### src/tac_consts.svh
// register offsets, field positions and constants of the thermal alert block
`ifndef TAC_CONSTS_SVH
`define TAC_CONSTS_SVH

`define TAC_PTR_CFG        8'h01
`define TAC_PTR_UPPER      8'h02
`define TAC_PTR_LOWER      8'h03
`define TAC_PTR_CRIT       8'h04
`define TAC_PTR_TEMP       8'h05

// bus address, value is arbitrary
`define TAC_DEV_ADDR       7'h18

`define TAC_CFG_RESET      16'h0000
`define TAC_PTR_RESET      8'h00

`define TAC_BIT_HYST_HI    10
`define TAC_BIT_HYST_LO    9
`define TAC_BIT_SLEEP      8
`define TAC_BIT_CLOCK      7
`define TAC_BIT_WLOCK      6
`define TAC_BIT_RELEASE    5
`define TAC_BIT_OUT_EN     3
`define TAC_BIT_CRIT_ONLY  2
`define TAC_BIT_POL        1
`define TAC_BIT_MODE       0

// hysteresis in quarter degrees: 0, 1.5, 3.0, 6.0
`define TAC_HYST_0         6'h00
`define TAC_HYST_1         6'h06
`define TAC_HYST_2         6'h0c
`define TAC_HYST_3         6'h18

`endif

### src/tac_pkg.sv
// types of the thermal alert block
package tac_pkg;
    typedef enum logic [2:0] {
        TAC_IDLE = 3'b000,
        TAC_ADDR = 3'b001,
        TAC_ACK  = 3'b011,
        TAC_RX   = 3'b010,
        TAC_TX   = 3'b110,
        TAC_RACK = 3'b111
    } tac_state_t;
endpackage

### src/tac_top.sv
// thermal alert configuration register with serial bus slave
`timescale 1ns/100ps
`include "tac_consts.svh"
`default_nettype none
module tac_top
    import tac_pkg::*;
(
    input  wire logic        mclk_i,
    input  wire logic        rst_i,
    input  wire logic        scl_i,
    input  wire logic        sda_i,
    output logic             sda_o,
    output logic             sda_oe_o,
    input  wire logic [10:0] temp_i,
    input  wire logic        temp_valid_i,
    output logic             sensor_sleep_o,
    output logic             alert_o,
    output logic             alert_oe_o
);
    logic        scl_s1, scl_s2, scl_s3;
    logic        sda_s1, sda_s2, sda_s3;
    logic        scl_rise, scl_fall, bus_start, bus_stop;
    tac_state_t  state_r;
    logic [3:0]  bitcnt_r;
    logic [7:0]  sh_r;
    logic [7:0]  tx_r;
    logic [7:0]  ptr_r;
    logic [1:0]  idx_r;
    logic        rw_r, nack_r, lsb_r, wr_stb_r;
    logic [15:0] wdata_r;
    logic [7:0]  rx_byte;
    logic [15:0] rd_word;
    logic [1:0]  hyst_r;
    logic        sleep_r, clock_r, wlock_r;
    logic        out_en_r, crit_only_r, pol_r, mode_r;
    logic        any_lock, cfg_wr, release_c;
    logic [10:0] lim_r [3];
    logic [2:0]  above;
    logic [10:0] temp_r;
    logic [5:0]  hyst_val;
    logic        up_a, lo_a, crit_a, cond_c, cond_d_r, pend_r;
    logic        asserted_c, alert_state_r;

    always_ff @(posedge mclk_i) begin
        if (rst_i) begin
            {scl_s1, scl_s2, scl_s3} <= 3'h7;
            {sda_s1, sda_s2, sda_s3} <= 3'h7;
        end else begin
            {scl_s3, scl_s2, scl_s1} <= {scl_s2, scl_s1, scl_i};
            {sda_s3, sda_s2, sda_s1} <= {sda_s2, sda_s1, sda_i};
        end
    end

    assign scl_rise  = scl_s2 & ~scl_s3;
    assign scl_fall  = ~scl_s2 & scl_s3;
    assign bus_start = scl_s2 & scl_s3 & sda_s3 & ~sda_s2;
    assign bus_stop  = scl_s2 & scl_s3 & ~sda_s3 & sda_s2;
    assign rx_byte   = {sh_r[6:0], sda_s2};

    // serial slave: address, pointer, then msb and lsb of the word
    always_ff @(posedge mclk_i) begin
        if (rst_i) begin
            state_r  <= TAC_IDLE;
            bitcnt_r <= 4'h0;
            sh_r     <= 8'h00;
            tx_r     <= 8'h00;
            ptr_r    <= `TAC_PTR_RESET;
            idx_r    <= 2'h0;
            rw_r     <= 1'b0;
            nack_r   <= 1'b0;
            lsb_r    <= 1'b0;
            wr_stb_r <= 1'b0;
            wdata_r  <= 16'h0000;
            sda_o    <= 1'b0;
            sda_oe_o <= 1'b0;
        end else begin
            wr_stb_r <= 1'b0;
            if (bus_start) begin
                state_r  <= TAC_ADDR;
                bitcnt_r <= 4'h0;
                idx_r    <= 2'h0;
                sda_oe_o <= 1'b0;
            end else if (bus_stop) begin
                state_r  <= TAC_IDLE;
                sda_oe_o <= 1'b0;
            end else begin
                case (state_r)
                    TAC_ADDR, TAC_RX: begin
                        if (scl_rise) begin
                            sh_r     <= rx_byte;
                            bitcnt_r <= bitcnt_r + 4'h1;
                            if (bitcnt_r == 4'h7) begin
                                bitcnt_r <= 4'h0;
                                if (state_r == TAC_ADDR) begin
                                    rw_r    <= sda_s2;
                                    lsb_r   <= 1'b0;
                                    state_r <= (rx_byte[7:1] == `TAC_DEV_ADDR)
                                               ? TAC_ACK : TAC_IDLE;
                                end else begin
                                    state_r <= TAC_ACK;
                                    if (idx_r == 2'h0) begin
                                        ptr_r <= rx_byte;
                                    end else if (idx_r == 2'h1) begin
                                        wdata_r[15:8] <= rx_byte;
                                    end else begin
                                        wdata_r[7:0] <= rx_byte;
                                        wr_stb_r     <= 1'b1;
                                    end
                                    if (idx_r != 2'h2) begin
                                        idx_r <= idx_r + 2'h1;
                                    end else begin
                                        idx_r <= 2'h1;
                                    end
                                end
                            end
                        end
                    end
                    TAC_ACK: begin
                        if (scl_fall && !sda_oe_o) begin
                            sda_o    <= 1'b0;
                            sda_oe_o <= 1'b1;
                        end else if (scl_fall) begin
                            if (rw_r) begin
                                state_r  <= TAC_TX;
                                tx_r     <= rd_word[15:8];
                                sda_o    <= rd_word[15];
                            end else begin
                                state_r  <= TAC_RX;
                                sda_oe_o <= 1'b0;
                            end
                        end
                    end
                    TAC_TX: begin
                        if (scl_rise) begin
                            bitcnt_r <= bitcnt_r + 4'h1;
                        end else if (scl_fall && bitcnt_r == 4'h8) begin
                            bitcnt_r <= 4'h0;
                            sda_oe_o <= 1'b0;
                            state_r  <= TAC_RACK;
                        end else if (scl_fall && bitcnt_r != 4'h0) begin
                            tx_r  <= {tx_r[6:0], 1'b0};
                            sda_o <= tx_r[6];
                        end
                    end
                    TAC_RACK: begin
                        if (scl_rise) begin
                            nack_r <= sda_s2;
                        end else if (scl_fall) begin
                            if (nack_r) begin
                                state_r <= TAC_IDLE;
                            end else begin
                                state_r  <= TAC_TX;
                                lsb_r    <= ~lsb_r;
                                tx_r <= lsb_r ? rd_word[15:8] : rd_word[7:0];
                                sda_o    <= lsb_r ? rd_word[15] : rd_word[7];
                                sda_oe_o <= 1'b1;
                            end
                        end
                    end
                    default: begin
                        sda_oe_o <= 1'b0;
                    end
                endcase
            end
        end
    end

    assign any_lock  = clock_r | wlock_r;
    assign cfg_wr    = wr_stb_r && ptr_r == `TAC_PTR_CFG;
    // relies on host: upper bits of wdata are simply not stored
    assign release_c = cfg_wr && wdata_r[`TAC_BIT_RELEASE] && mode_r;

    always_ff @(posedge mclk_i) begin
        if (rst_i) begin
            {hyst_r, sleep_r, clock_r, wlock_r} <= 5'h00;
            {out_en_r, crit_only_r, pol_r, mode_r} <= 4'h0;
        end else if (cfg_wr) begin
            if (!any_lock) begin
                hyst_r   <= wdata_r[`TAC_BIT_HYST_HI:`TAC_BIT_HYST_LO];
                sleep_r  <= wdata_r[`TAC_BIT_SLEEP];
                out_en_r <= wdata_r[`TAC_BIT_OUT_EN];
                pol_r    <= wdata_r[`TAC_BIT_POL];
                mode_r   <= wdata_r[`TAC_BIT_MODE];
            end
            if (!wlock_r) begin
                crit_only_r <= wdata_r[`TAC_BIT_CRIT_ONLY];
            end
            clock_r <= clock_r | wdata_r[`TAC_BIT_CLOCK];
            wlock_r <= wlock_r | wdata_r[`TAC_BIT_WLOCK];
        end
    end

    // trip points held in the form of bits 12:2
    always_ff @(posedge mclk_i) begin
        if (rst_i) begin
            lim_r[0] <= 11'h000;
            lim_r[1] <= 11'h000;
            lim_r[2] <= 11'h000;
        end else if (wr_stb_r) begin
            if (ptr_r == `TAC_PTR_UPPER && !wlock_r) begin
                lim_r[0] <= wdata_r[12:2];
            end
            if (ptr_r == `TAC_PTR_LOWER && !wlock_r) begin
                lim_r[1] <= wdata_r[12:2];
            end
            if (ptr_r == `TAC_PTR_CRIT && !clock_r) begin
                lim_r[2] <= wdata_r[12:2];
            end
        end
    end

    always_ff @(posedge mclk_i) begin
        if (rst_i) begin
            temp_r <= 11'h000;
        end else if (temp_valid_i && !sleep_r) begin
            temp_r <= temp_i;
        end
    end

    always_comb begin
        case (hyst_r)
            2'h1:    hyst_val = `TAC_HYST_1;
            2'h2:    hyst_val = `TAC_HYST_2;
            2'h3:    hyst_val = `TAC_HYST_3;
            default: hyst_val = `TAC_HYST_0;
        endcase
    end

    // lower limit counts as above once temperature meets it
    genvar g;
    generate
        for (g = 0; g < 3; g++) begin : g_lim
            tac_limit_cmp #(.INCL(g == 1)) u_cmp (
                .mclk_i  (mclk_i),
                .rst_i   (rst_i),
                .temp_i  (temp_r),
                .limit_i (lim_r[g]),
                .hyst_i  (hyst_val),
                .above_o (above[g])
            );
        end
    endgenerate

    assign up_a   = above[0];
    assign lo_a   = ~above[1];
    assign crit_a = above[2];
    assign cond_c = crit_only_r ? crit_a : (up_a | lo_a | crit_a);

    // pending flag: a new trip in the release cycle wins
    always_ff @(posedge mclk_i) begin
        if (rst_i) begin
            cond_d_r <= 1'b0;
            pend_r   <= 1'b0;
        end else begin
            cond_d_r <= cond_c;
            pend_r   <= (cond_c & ~cond_d_r) | (pend_r & ~release_c);
        end
    end

    assign asserted_c = out_en_r & ~sleep_r
                      & (mode_r ? pend_r : cond_c);

    always_ff @(posedge mclk_i) begin
        if (rst_i) begin
            alert_state_r  <= 1'b0;
            alert_o        <= 1'b1;
            alert_oe_o     <= 1'b0;
            sensor_sleep_o <= 1'b0;
        end else begin
            alert_state_r  <= asserted_c;
            alert_o        <= pol_r ? asserted_c : ~asserted_c;
            alert_oe_o     <= ~sleep_r;
            sensor_sleep_o <= sleep_r;
        end
    end

    always_comb begin
        case (ptr_r)
            `TAC_PTR_CFG:   rd_word = {5'h00, hyst_r, sleep_r, clock_r,
                                       wlock_r, 1'b0, alert_state_r,
                                       out_en_r, crit_only_r, pol_r,
                                       mode_r};
            `TAC_PTR_UPPER: rd_word = {3'h0, lim_r[0], 2'h0};
            `TAC_PTR_LOWER: rd_word = {3'h0, lim_r[1], 2'h0};
            `TAC_PTR_CRIT:  rd_word = {3'h0, lim_r[2], 2'h0};
            `TAC_PTR_TEMP:  rd_word = {crit_a, up_a, lo_a, temp_r, 2'h0};
            default:        rd_word = 16'h0000;
        endcase
    end
endmodule
`default_nettype wire

### src/tac_limit_cmp.sv
// one trip point comparator with falling-edge hysteresis
`timescale 1ns/100ps
`default_nettype none
module tac_limit_cmp #(
    parameter bit INCL = 1'b0
) (
    input  wire logic        mclk_i,
    input  wire logic        rst_i,
    input  wire logic [10:0] temp_i,
    input  wire logic [10:0] limit_i,
    input  wire logic [5:0]  hyst_i,
    output logic             above_o
);
    logic signed [11:0] temp_s;
    logic signed [11:0] lim_s;
    logic signed [11:0] lim_low;
    logic               set_c;
    logic               clr_c;
    logic               above_r;

    assign temp_s  = {temp_i[10], temp_i};
    assign lim_s   = {limit_i[10], limit_i};
    assign lim_low = lim_s - $signed({6'h00, hyst_i});
    assign set_c   = INCL ? (temp_s >= lim_s) : (temp_s > lim_s);
    assign clr_c   = temp_s < lim_low;

    always_ff @(posedge mclk_i) begin
        if (rst_i) begin
            above_r <= 1'b0;
        end else if (set_c) begin
            above_r <= 1'b1;
        end else if (clr_c) begin
            above_r <= 1'b0;
        end
    end

    assign above_o = above_r;
endmodule
`default_nettype wire

### config.mk
export PLATFORM = sky130hd
export DESIGN_NAME = tac_top
export DESIGN_NICKNAME = d
export VERILOG_FILES = /design/src/tac_pkg.sv /design/src/tac_top.sv /design/src/tac_limit_cmp.sv
export VERILOG_INCLUDE_DIRS = /design/src
export SDC_FILE = /design/constraint.sdc
export NUM_CORES = 1
export LEC_CHECK = 0
export BUFFER_PORTS_ARGS = -buffer_cell sky130_fd_sc_hd__buf_2
export CAP_MARGIN = 20
export CORE_AREA = 2 2 113 115
export DETAILED_ROUTE_END_ITERATION = 6
export DIE_AREA = 0 0 115 117
export PLACE_DENSITY = 0.75
export REMOVE_ABC_BUFFERS = 1
export SLEW_MARGIN = 20
export SYNTH_ARGS = -nofsm -noshare
export SYNTH_HDL_FRONTEND = slang
export SYNTH_SLANG_ARGS = --single-unit
### constraint.sdc
create_clock -name mclk_i -period 5.7 [get_ports mclk_i]
set_clock_uncertainty 0.1 [all_clocks]
set_input_delay 0 -clock mclk_i [delete_from_list [all_inputs] [get_ports mclk_i]]
set_output_delay 0 -clock mclk_i [all_outputs]
set_load 0.02 [all_outputs]
==> results of run 1 <==
## power breakdown
part           switching (W)  internal (W)
sequential         0.0000407      0.000886
combinational       0.000116     0.0000923
clock               0.000408      0.000626
total               0.000565       0.00160
## cells by family (layout without fill, tap and decap cells)
| family | after synthesis | in the layout | synth area share (%) |
|---|---|---|---|
| and+or+nand+nor | 259 | 259 | 17.9 |
| AOI/OAI and AO/OA | 196 | 196 | 17.5 |
| DFF | 118 | 118 | 36.4 |
| adders and majority gates | 85 | 85 | 14.7 |
| buffers and inverters | 83 | 130 | 4.37 |
| muxes | 45 | 45 | 6.15 |
| xor gates and xnor gates | 26 | 26 | 3.07 |
## area by class of cell
class	instances	area share [%]
timing repair buffer	47	4.20
multi-input combinational	611	52.4
inverter	51	2.28
clock buffer	18	5.36
sequential	118	32.1
tap	150	2.23
clock inverter	14	1.46
## routing by layer
layer | share of wire, % | global-route usage (%) | vias to the layer above | wire length [um]
li1 | - | - | 3027 | -
met1 | 41 | 37.2 | 3026 | 8140
met2 | 49 | 53.5 | 247 | 9770
met3 | 5.7 | 6.33 | 69 | 1140
met4 | 4.8 | 15.8 | 0 | 969
met5 | 0 | 0 | - | 0
## through the flow
| stage | instance area, sq um | total power (W) | utilization [%] | hold WS (ns) | instances |
|---|---|---|---|---|---|
| 2_1_floorplan | 7270 | 0.00106 | - | -0.0333 | 780 |
| 3_3_place_gp | 7610 | 0.00113 | 61.8 | 0.0880 | 957 |
| 3_5_place_dp | 7620 | 0.00114 | 61.9 | 0.0871 | 957 |
| 4_1_cts | 8390 | 0.00218 | 68.2 | 0.129 | 1009 |
| 5_1_grt | 8400 | 0.00224 | 68.2 | 0.0763 | 1009 |
| 6_report | 8400 | 0.00217 | 68.2 | 0.0445 | 1009 |
## flip-flops by register name, indices dropped and copies added (netlist names), 2 cells and up
register             count
hyst_r                   2
sh_r                     7
tx_r                     7
state_r                  3
ptr_r                    8
idx_r                    2
bitcnt_r                 4
temp_r                  11
lim_r                   33
wdata_r                 13
g_lim.u_cmp.above_o      3
## cell usage in the layout, fill, tap and decap left out, types with 17 or more instances in the layout
| master | instances |
|---|---|
| xnor2_1 | 22 |
| nor2b_1 | 20 |
| edfxtp_1 | 33 |
| nor2_1 | 78 |
| nand2_1 | 57 |
| nand3_1 | 17 |
| o21ai_0 | 29 |
| buf_2 | 20 |
| dfxtp_1 | 85 |
| inv_1 | 51 |
| dlygate4sd3_1 | 20 |
| ha_1 | 82 |
| clkbuf_16 | 18 |
| mux2i_1 | 41 |
| a21oi_1 | 57 |
## synth_stat cells (all sizes together), types with 10 or more instances
library cell  count  area (sq um)
a21oi            57           285
nand2            57           214
nor2b            21           131
a221oi           13           114
nor3             12          81.3
inv              51           191
edfxtp           33           991
and2             14          87.6
xnor2            22           193
dfxtp            85          1700
o21ai            37           185
clkbuf           26          97.6
nand2b           10          70.1
mux2i            41           410
nand4            14          87.6
ha               82          1030
a21o             13          97.6
nand3            17          85.1
nor2             78           293
## worst paths after layout
| check | from | endpoint | slack, ns | cells after the start |
|---|---|---|---|---|
| worst min register to register | scl_s1$_SDFF_PP1_ | scl_s2$_SDFF_PP1_ | 0.32 | 1 |
| worst min-delay path | temp_valid_i | temp_r[3]$_SDFFE_PP0P_ | 0.04 | 4 |
| worst max-delay path | hyst_r[1]$_SDFFE_PP0P_ | g_lim[1].u_cmp.above_o$_SDFFE_PP0P_ | 1.86 | 14 |
| worst max register to register | hyst_r[1]$_SDFFE_PP0P_ | g_lim[1].u_cmp.above_o$_SDFFE_PP0P_ | 1.86 | 14 |
## critical path, delay by kind of cell, from the launching register on
| kind | cells | cell delay [ns] |
|---|---|---|
| AOI/OAI and AO/OA | 6 | 1.23 |
| xor gates and xnor gates | 1 | 0.15 |
| adders and majority gates | 3 | 1.25 |
| buffers and inverters | 1 | 0.13 |
| DFF | 1 | 0.39 |
| and+or+nand+nor | 3 | 0.46 |
## timing repair
action,in CTS,in global routing
hold endpoints to repair,16,0
resized for setup,0,0
hold buffers,20,0
==> metrics.txt, run 1 <==
WP data required=5.89 ns; class of the worst hold path=input pin to register; Clock Sinks=118; first-pass GRT wire length=31800 um; Site Rows=41; number of diodes=0; Die W=115 um; minimum clock period=between 3 and 4 ns; LEAKAGE=about 3.5 nW; DRC Markers=0; post-detailed-route wirelength per cell=19.9 um; Finish-stage setup viols=0; Synth-to-Final Area Change=13.4%; VDD IR max=245 uV; layout cells sized above 1=8.96%; Post-synth EDFFs=33; RD Place Congestion=0.965; Critical Path AT=around 4.0 ns; crit path max-delay cell type=a2111oi_0; Slew Limit Headroom=a little over a third; Total Routing Usage GR=31.1%; FF+latch area=2690 sq um; #FFs+latches synth=118; Cell Chain, Critical Path=inv_1 > ha_1 > fa_1 > a21oi_1 > nor2b_1 > nor2b_1 > nand3_1 > xnor2_1 > ha_1 > a21o_1 > a2111oi_0 > a221oi_1 > o21ai_1 > o211ai_1; setup TNS after final layout=0 ns; Root Buffer Master=clkbuf_16; worst-path fanout max=6; latest clock arrival within the worst-skew pair=0.42 ns; Die Height=117 um; Starting Density=60.2%; die area=around 13000 sq um; worst slack at placement=1.95 ns; status=finished clean; fmax=roughly 260 MHz; detailed-route via count=6369; post-synthesis sequential area ratio=roughly 36%; DP Wirelength=14500 um; number of port buffers=20; Worst-path clk slew=0.06 ns; Power Density=~260 nW/um^2; total grt overflow=0; ys flop type=dfxtp_1; startpoint types=register; Syn. warnings=0; drt pass-1 iters=5; CP Class=register to register; pin count of the biggest net entering global routing=52; Fill cells=983; Post-CTS Setup Repair Bufs=0; RSZ-0062 raised after global routing=false; multi-input logic area=between 4000 and 5000 sq um; core region area=roughly 12000 sq um; type of destination of the critical path=register; CTS H-tree depth=4; Least-Margin Pin Slew=0.962 ns; post-synth cell types=roughly 70; final hold viol count=0; clock buffer depth=2; post-route ant nets=0; CTS tree=built; period utilization=67.4%; ys async rst share=0%; final worst slack=1.86 ns; Max-Cap Viols=0; DRT iter0 DRCs=roughly 630; Max Slew Vio Count=0; initial antenna violation count=0; nets@finish=between 900 and 1000; Synth Instances=about 810; I/O pin count=21; TritonCTS Buffers=17; slowest stage delay, CP=0.52 ns; mean post-synth cell area=9.12 sq um; vias in the first global route=6219; mapped cell area=between 7000 and 8000 sq um; Via density=6.31; Routed Wire Length=20000 um
Note: power is estimated with default switching activity, not from simulation.
==> run 2, diff against run 1 <==
--- a/config.mk
+++ b/config.mk
@@ -6,12 +6,13 @@
 export SDC_FILE = /design/constraint.sdc
 export NUM_CORES = 1
 export LEC_CHECK = 0
+export ABC_AREA = 1
 export BUFFER_PORTS_ARGS = -buffer_cell sky130_fd_sc_hd__buf_2
 export CAP_MARGIN = 20
-export CORE_AREA = 2 2 113 115
+export CORE_AREA = 2 2 119 121
 export DETAILED_ROUTE_END_ITERATION = 6
-export DIE_AREA = 0 0 115 117
-export PLACE_DENSITY = 0.75
+export DIE_AREA = 0 0 121 123
+export PLACE_DENSITY = 0.73
 export REMOVE_ABC_BUFFERS = 1
 export SLEW_MARGIN = 20
 export SYNTH_ARGS = -nofsm -noshare
==> constraint.sdc (replaced) <==
create_clock -name mclk_i -period 3.25 [get_ports mclk_i]
set_clock_uncertainty 0.1 [all_clocks]
set_input_delay 0 -clock mclk_i [delete_from_list [all_inputs] [get_ports mclk_i]]
set_output_delay 0 -clock mclk_i [all_outputs]
set_load 0.02 [all_outputs]
==> run 2 against run 1 <==
Against the previous run:
- maximum frequency rose by 20%
- worst setup slack got worse by 1.8 ns
- routed wire length rose by 1.6%
- final cell count rose by 28%
- count of clock-buffer cells in the layout did not move
- power rose by 110%
- synthesized cell count rose by 27%
- critical path type unchanged
- critical endpoint is now g_lim[0].u_cmp.above_o$_SDFFE_PP0P_
==> metrics.txt, run 2 <==
Routed Wire Length=20400 um (+1.6%); area leader, netlist=dfxtp_1; post-synthesis sequential area ratio=35.3% (-1.0 points); Synth-to-Final Area Change=17.5%; Synth Instances=1031 (+27%); Finish-stage setup viols=0 (unchanged); mean post-synth cell area=7.39 sq um (-19%); nets@finish=1198 (+27%); post-route insts no fill=1290 (+28%); LEAKAGE=4.09 nW (+15%); vias in the first global route=6610 (+6.3%); DRT iter0 DRCs=596 (-6.0%); drt pass-1 iters=6 (+1); post-route ant nets=0 (unchanged); type of destination of the critical path=register; number of port buffers=20 (unchanged); buffers and inverters on the worst path=3 (+2); VDD IR max=539 uV (+120%); Critical Path AT=3.40 ns (-0.63 ns); WP data required=3.44 ns (-2.45 ns); Post-synth EDFFs=33 (unchanged); synth cell count leaders=nand2_1 (200), inv_1 (161), nor2_1 (106); Via density=5.45 (-14%); TritonCTS Buffers=17 (unchanged); post-synth cell types=44 (-39%); Starting Density=56.0% (-4.2 points); class of the worst hold path=input pin to register; I/O pin count=21 (unchanged); latest clock arrival within the worst-skew pair=0.43 ns (about the same); ys flop type=dfxtp_1; Die Height=123 um (+5.1%); layout cells sized above 1=12.6% (+3.6 points); Post-DP Area=8030 sq um (+5.3%); fmax=312 MHz (+20%); post-detailed-route wirelength per cell=15.8 um (-21%); DP Wirelength=14900 um (+2.3%); die area=14900 sq um (+11%); minimum clock period=3.21 ns (-0.635 ns); worst-path fanout max=3 (-3); top-count cell post-synth=nand2_1; startpoint types=register; crit path max-delay cell type=fa_2; ys async rst share=0% (unchanged); total grt overflow=0 (unchanged); Clock Sinks=118 (unchanged); Total Routing Usage GR=28.3% (-2.8 points); Syn. warnings=0 (unchanged); Site Rows=43 (+4.9%); slowest stage delay, CP=0.41 ns (-0.11 ns); Slew Limit Headroom=48.9% (+14 points); number of flip-flops in the largest register=33 (unchanged); Cell Chain, Critical Path=inv_2 > ha_4 > ha_4 > inv_4 > fa_2 > nand2_2 > a21oi_4 > nor4_4 > nand3_1 > buf_4 > xor2_1 > ha_1 > nand2_1 > nor2_2 > and2_1 > nand2_1 > nand3_1 > nand2_1 > nand2_1 > a21oi_2 > nor2_1; met1 Use GR=34.0% (-3.2 points); CP delay by family, top=simple AND/OR/NAND/NOR gates; number of diodes=0 (unchanged); CTS tree=built; commonest non-fill, non-tap cell in the layout=nand2_1; pin count of the biggest net entering global routing=35 (-33%); Power Density=498 nW/um^2 (+93%); CTS H-tree depth=4 (unchanged); DRC Markers=0 (unchanged); final worst slack=0.0411 ns (-1.82 ns); top flop regs=lim_r: 33 flops, wdata_r: 13 flops, temp_r: 11 flops; setup TNS after final layout=0 ns (unchanged); RSZ-0062 raised after global routing=true; met3 global-route usage=6.55% (+0.22 points); core region area=13600 sq um (+11%); initial antenna violation count=0 (unchanged); CP Class=register to register; Max Slew Vio Count=0 (unchanged); Top reg by flops=lim_r; Max-Cap Viols=0 (unchanged); top-area cell type share of the netlist area=22.3% (-0.64 points); worst slack at placement=-0.158 ns (-2.11 ns); Least-Margin Pin Slew=0.765 ns (-0.197 ns); first-pass GRT wire length=32300 um (+1.5%); Area contributors post-synth=dfxtp_1 (22%), ha_1 (13%), edfxtp_1 (13%); final hold viol count=0 (unchanged); gr busiest metal=met2; Worst-path clk slew=0.06 ns (about the same); mapped cell area=7620 sq um (+2.9%); RD Place Congestion=0.925 (-4.2%); critical path's most frequent cell=nand2_1; period utilization=98.7% (+31 points); status=finished clean; detailed-route via count=7028 (+10%); Die W=121 um (+5.2%); final instance area=8950 sq um (+6.6%); #FFs+latches synth=118 (unchanged); clock buffer depth=2 (unchanged); Root Buffer Master=clkbuf_16; GRT met2 Usage=47.9% (-5.6 points); dpl cells=1236 (+29%); commonest cells after routing, fill and taps aside=nand2_1 (197), inv_1 (157), nor2_1 (104)
-- run 2: cell count changes in the layout (fill, tap and decap cells not counted), sizes merged, moves of 11 or more --
cell,previous run,this run
xnor2,22,3
inv,55,173
buf,27,49
a21o,13,2
nor2b,21,0
a221oi,13,0
and2,14,2
o21ai,37,88
nand2,57,205
mux2i,41,0
xor2,4,18
nor2,78,110
nand3,17,55
a21oi,57,98
-- run 2: kinds of logic after synthesis --
kind of cell               count (synthesis)  share of synthesized area, %
and+or+nand+nor                          417                          24.1
AOI/OAI and AO/OA                        210                          14.9
buffers and inverters                    180                          9.10
DFF                                      118                          35.3
adders and majority gates                 85                          14.3
xor gates and xnor gates                  21                          2.41
-- run 2: final cells by class --
cell class / instances / area, sq um
Inverter: 164 / 618
Tap cell: 180 / 225
Clock inverter: 14 / 135
Fill cell: 1169 / 4660
Multi-Input combinational cell: 733 / 4370
Timing Repair Buffer: 63 / 462
Clock buffer: 18 / 450
Sequential cell: 118 / 2700
-- run 2: tightest hold or removal path: cells and delay by family --
family	cells	cell delay (ns)
simple gates	1	0.35
compound gates	1	0.26
buf+inv	1	0.07
-- run 2: where the power goes --
| part | switching (W) | total, W | internal, W |
|---|---|---|---|
| logic | 0.000547 | 0.000873 | 0.000325 |
| registers | 0.000114 | 0.00170 | 0.00159 |
| clock network | 0.000763 | 0.00188 | 0.00112 |
| total | 0.00142 | 0.00446 | 0.00303 |
-- run 2: path summary, 6_finish.rpt --
kind	from	endpoint	slack (ns)	depth (start not counted)
min reg2reg	sda_s1$_SDFF_PP1_	sda_s2$_SDFF_PP1_	0.32	1
min	temp_valid_i	temp_r[1]$_SDFFE_PP0P_	0.19	3
max reg2reg	hyst_r[1]$_SDFFE_PP0P_	g_lim[0].u_cmp.above_o$_SDFFE_PP0P_	0.04	21
max	hyst_r[1]$_SDFFE_PP0P_	g_lim[0].u_cmp.above_o$_SDFFE_PP0P_	0.04	21
-- run 2: metal layers --
layer / part of all wire [%] / wire length (um)
met5: 0 / 0
met4: 4.4 / 902
met3: 5.9 / 1190
met2: 47 / 9650
met1: 42 / 8610
-- run 2: repair_timing --
item	CTS	global route
endpoints found under the hold margin	25	0
hold buffers	14	0
buffers inserted	0	8
gates resized for setup	12	25
endpoints found under the setup margin	3	3
pin swaps	5	20
-- run 2: metrics by stage --
| stage | util (%) | total power (W) | hold slack, ns |
|---|---|---|---|
| 6_report | 65.8 | 0.00446 | 0.192 |
| 5_1_grt | 65.8 | 0.00468 | 0.196 |
| 4_1_cts | 64.7 | 0.00444 | 0.170 |
| 3_5_place_dp | 59.0 | 0.00255 | 0.0885 |
| 3_3_place_gp | 59.0 | 0.00254 | 0.0838 |
| 2_1_floorplan | - | 0.00234 | -0.0333 |
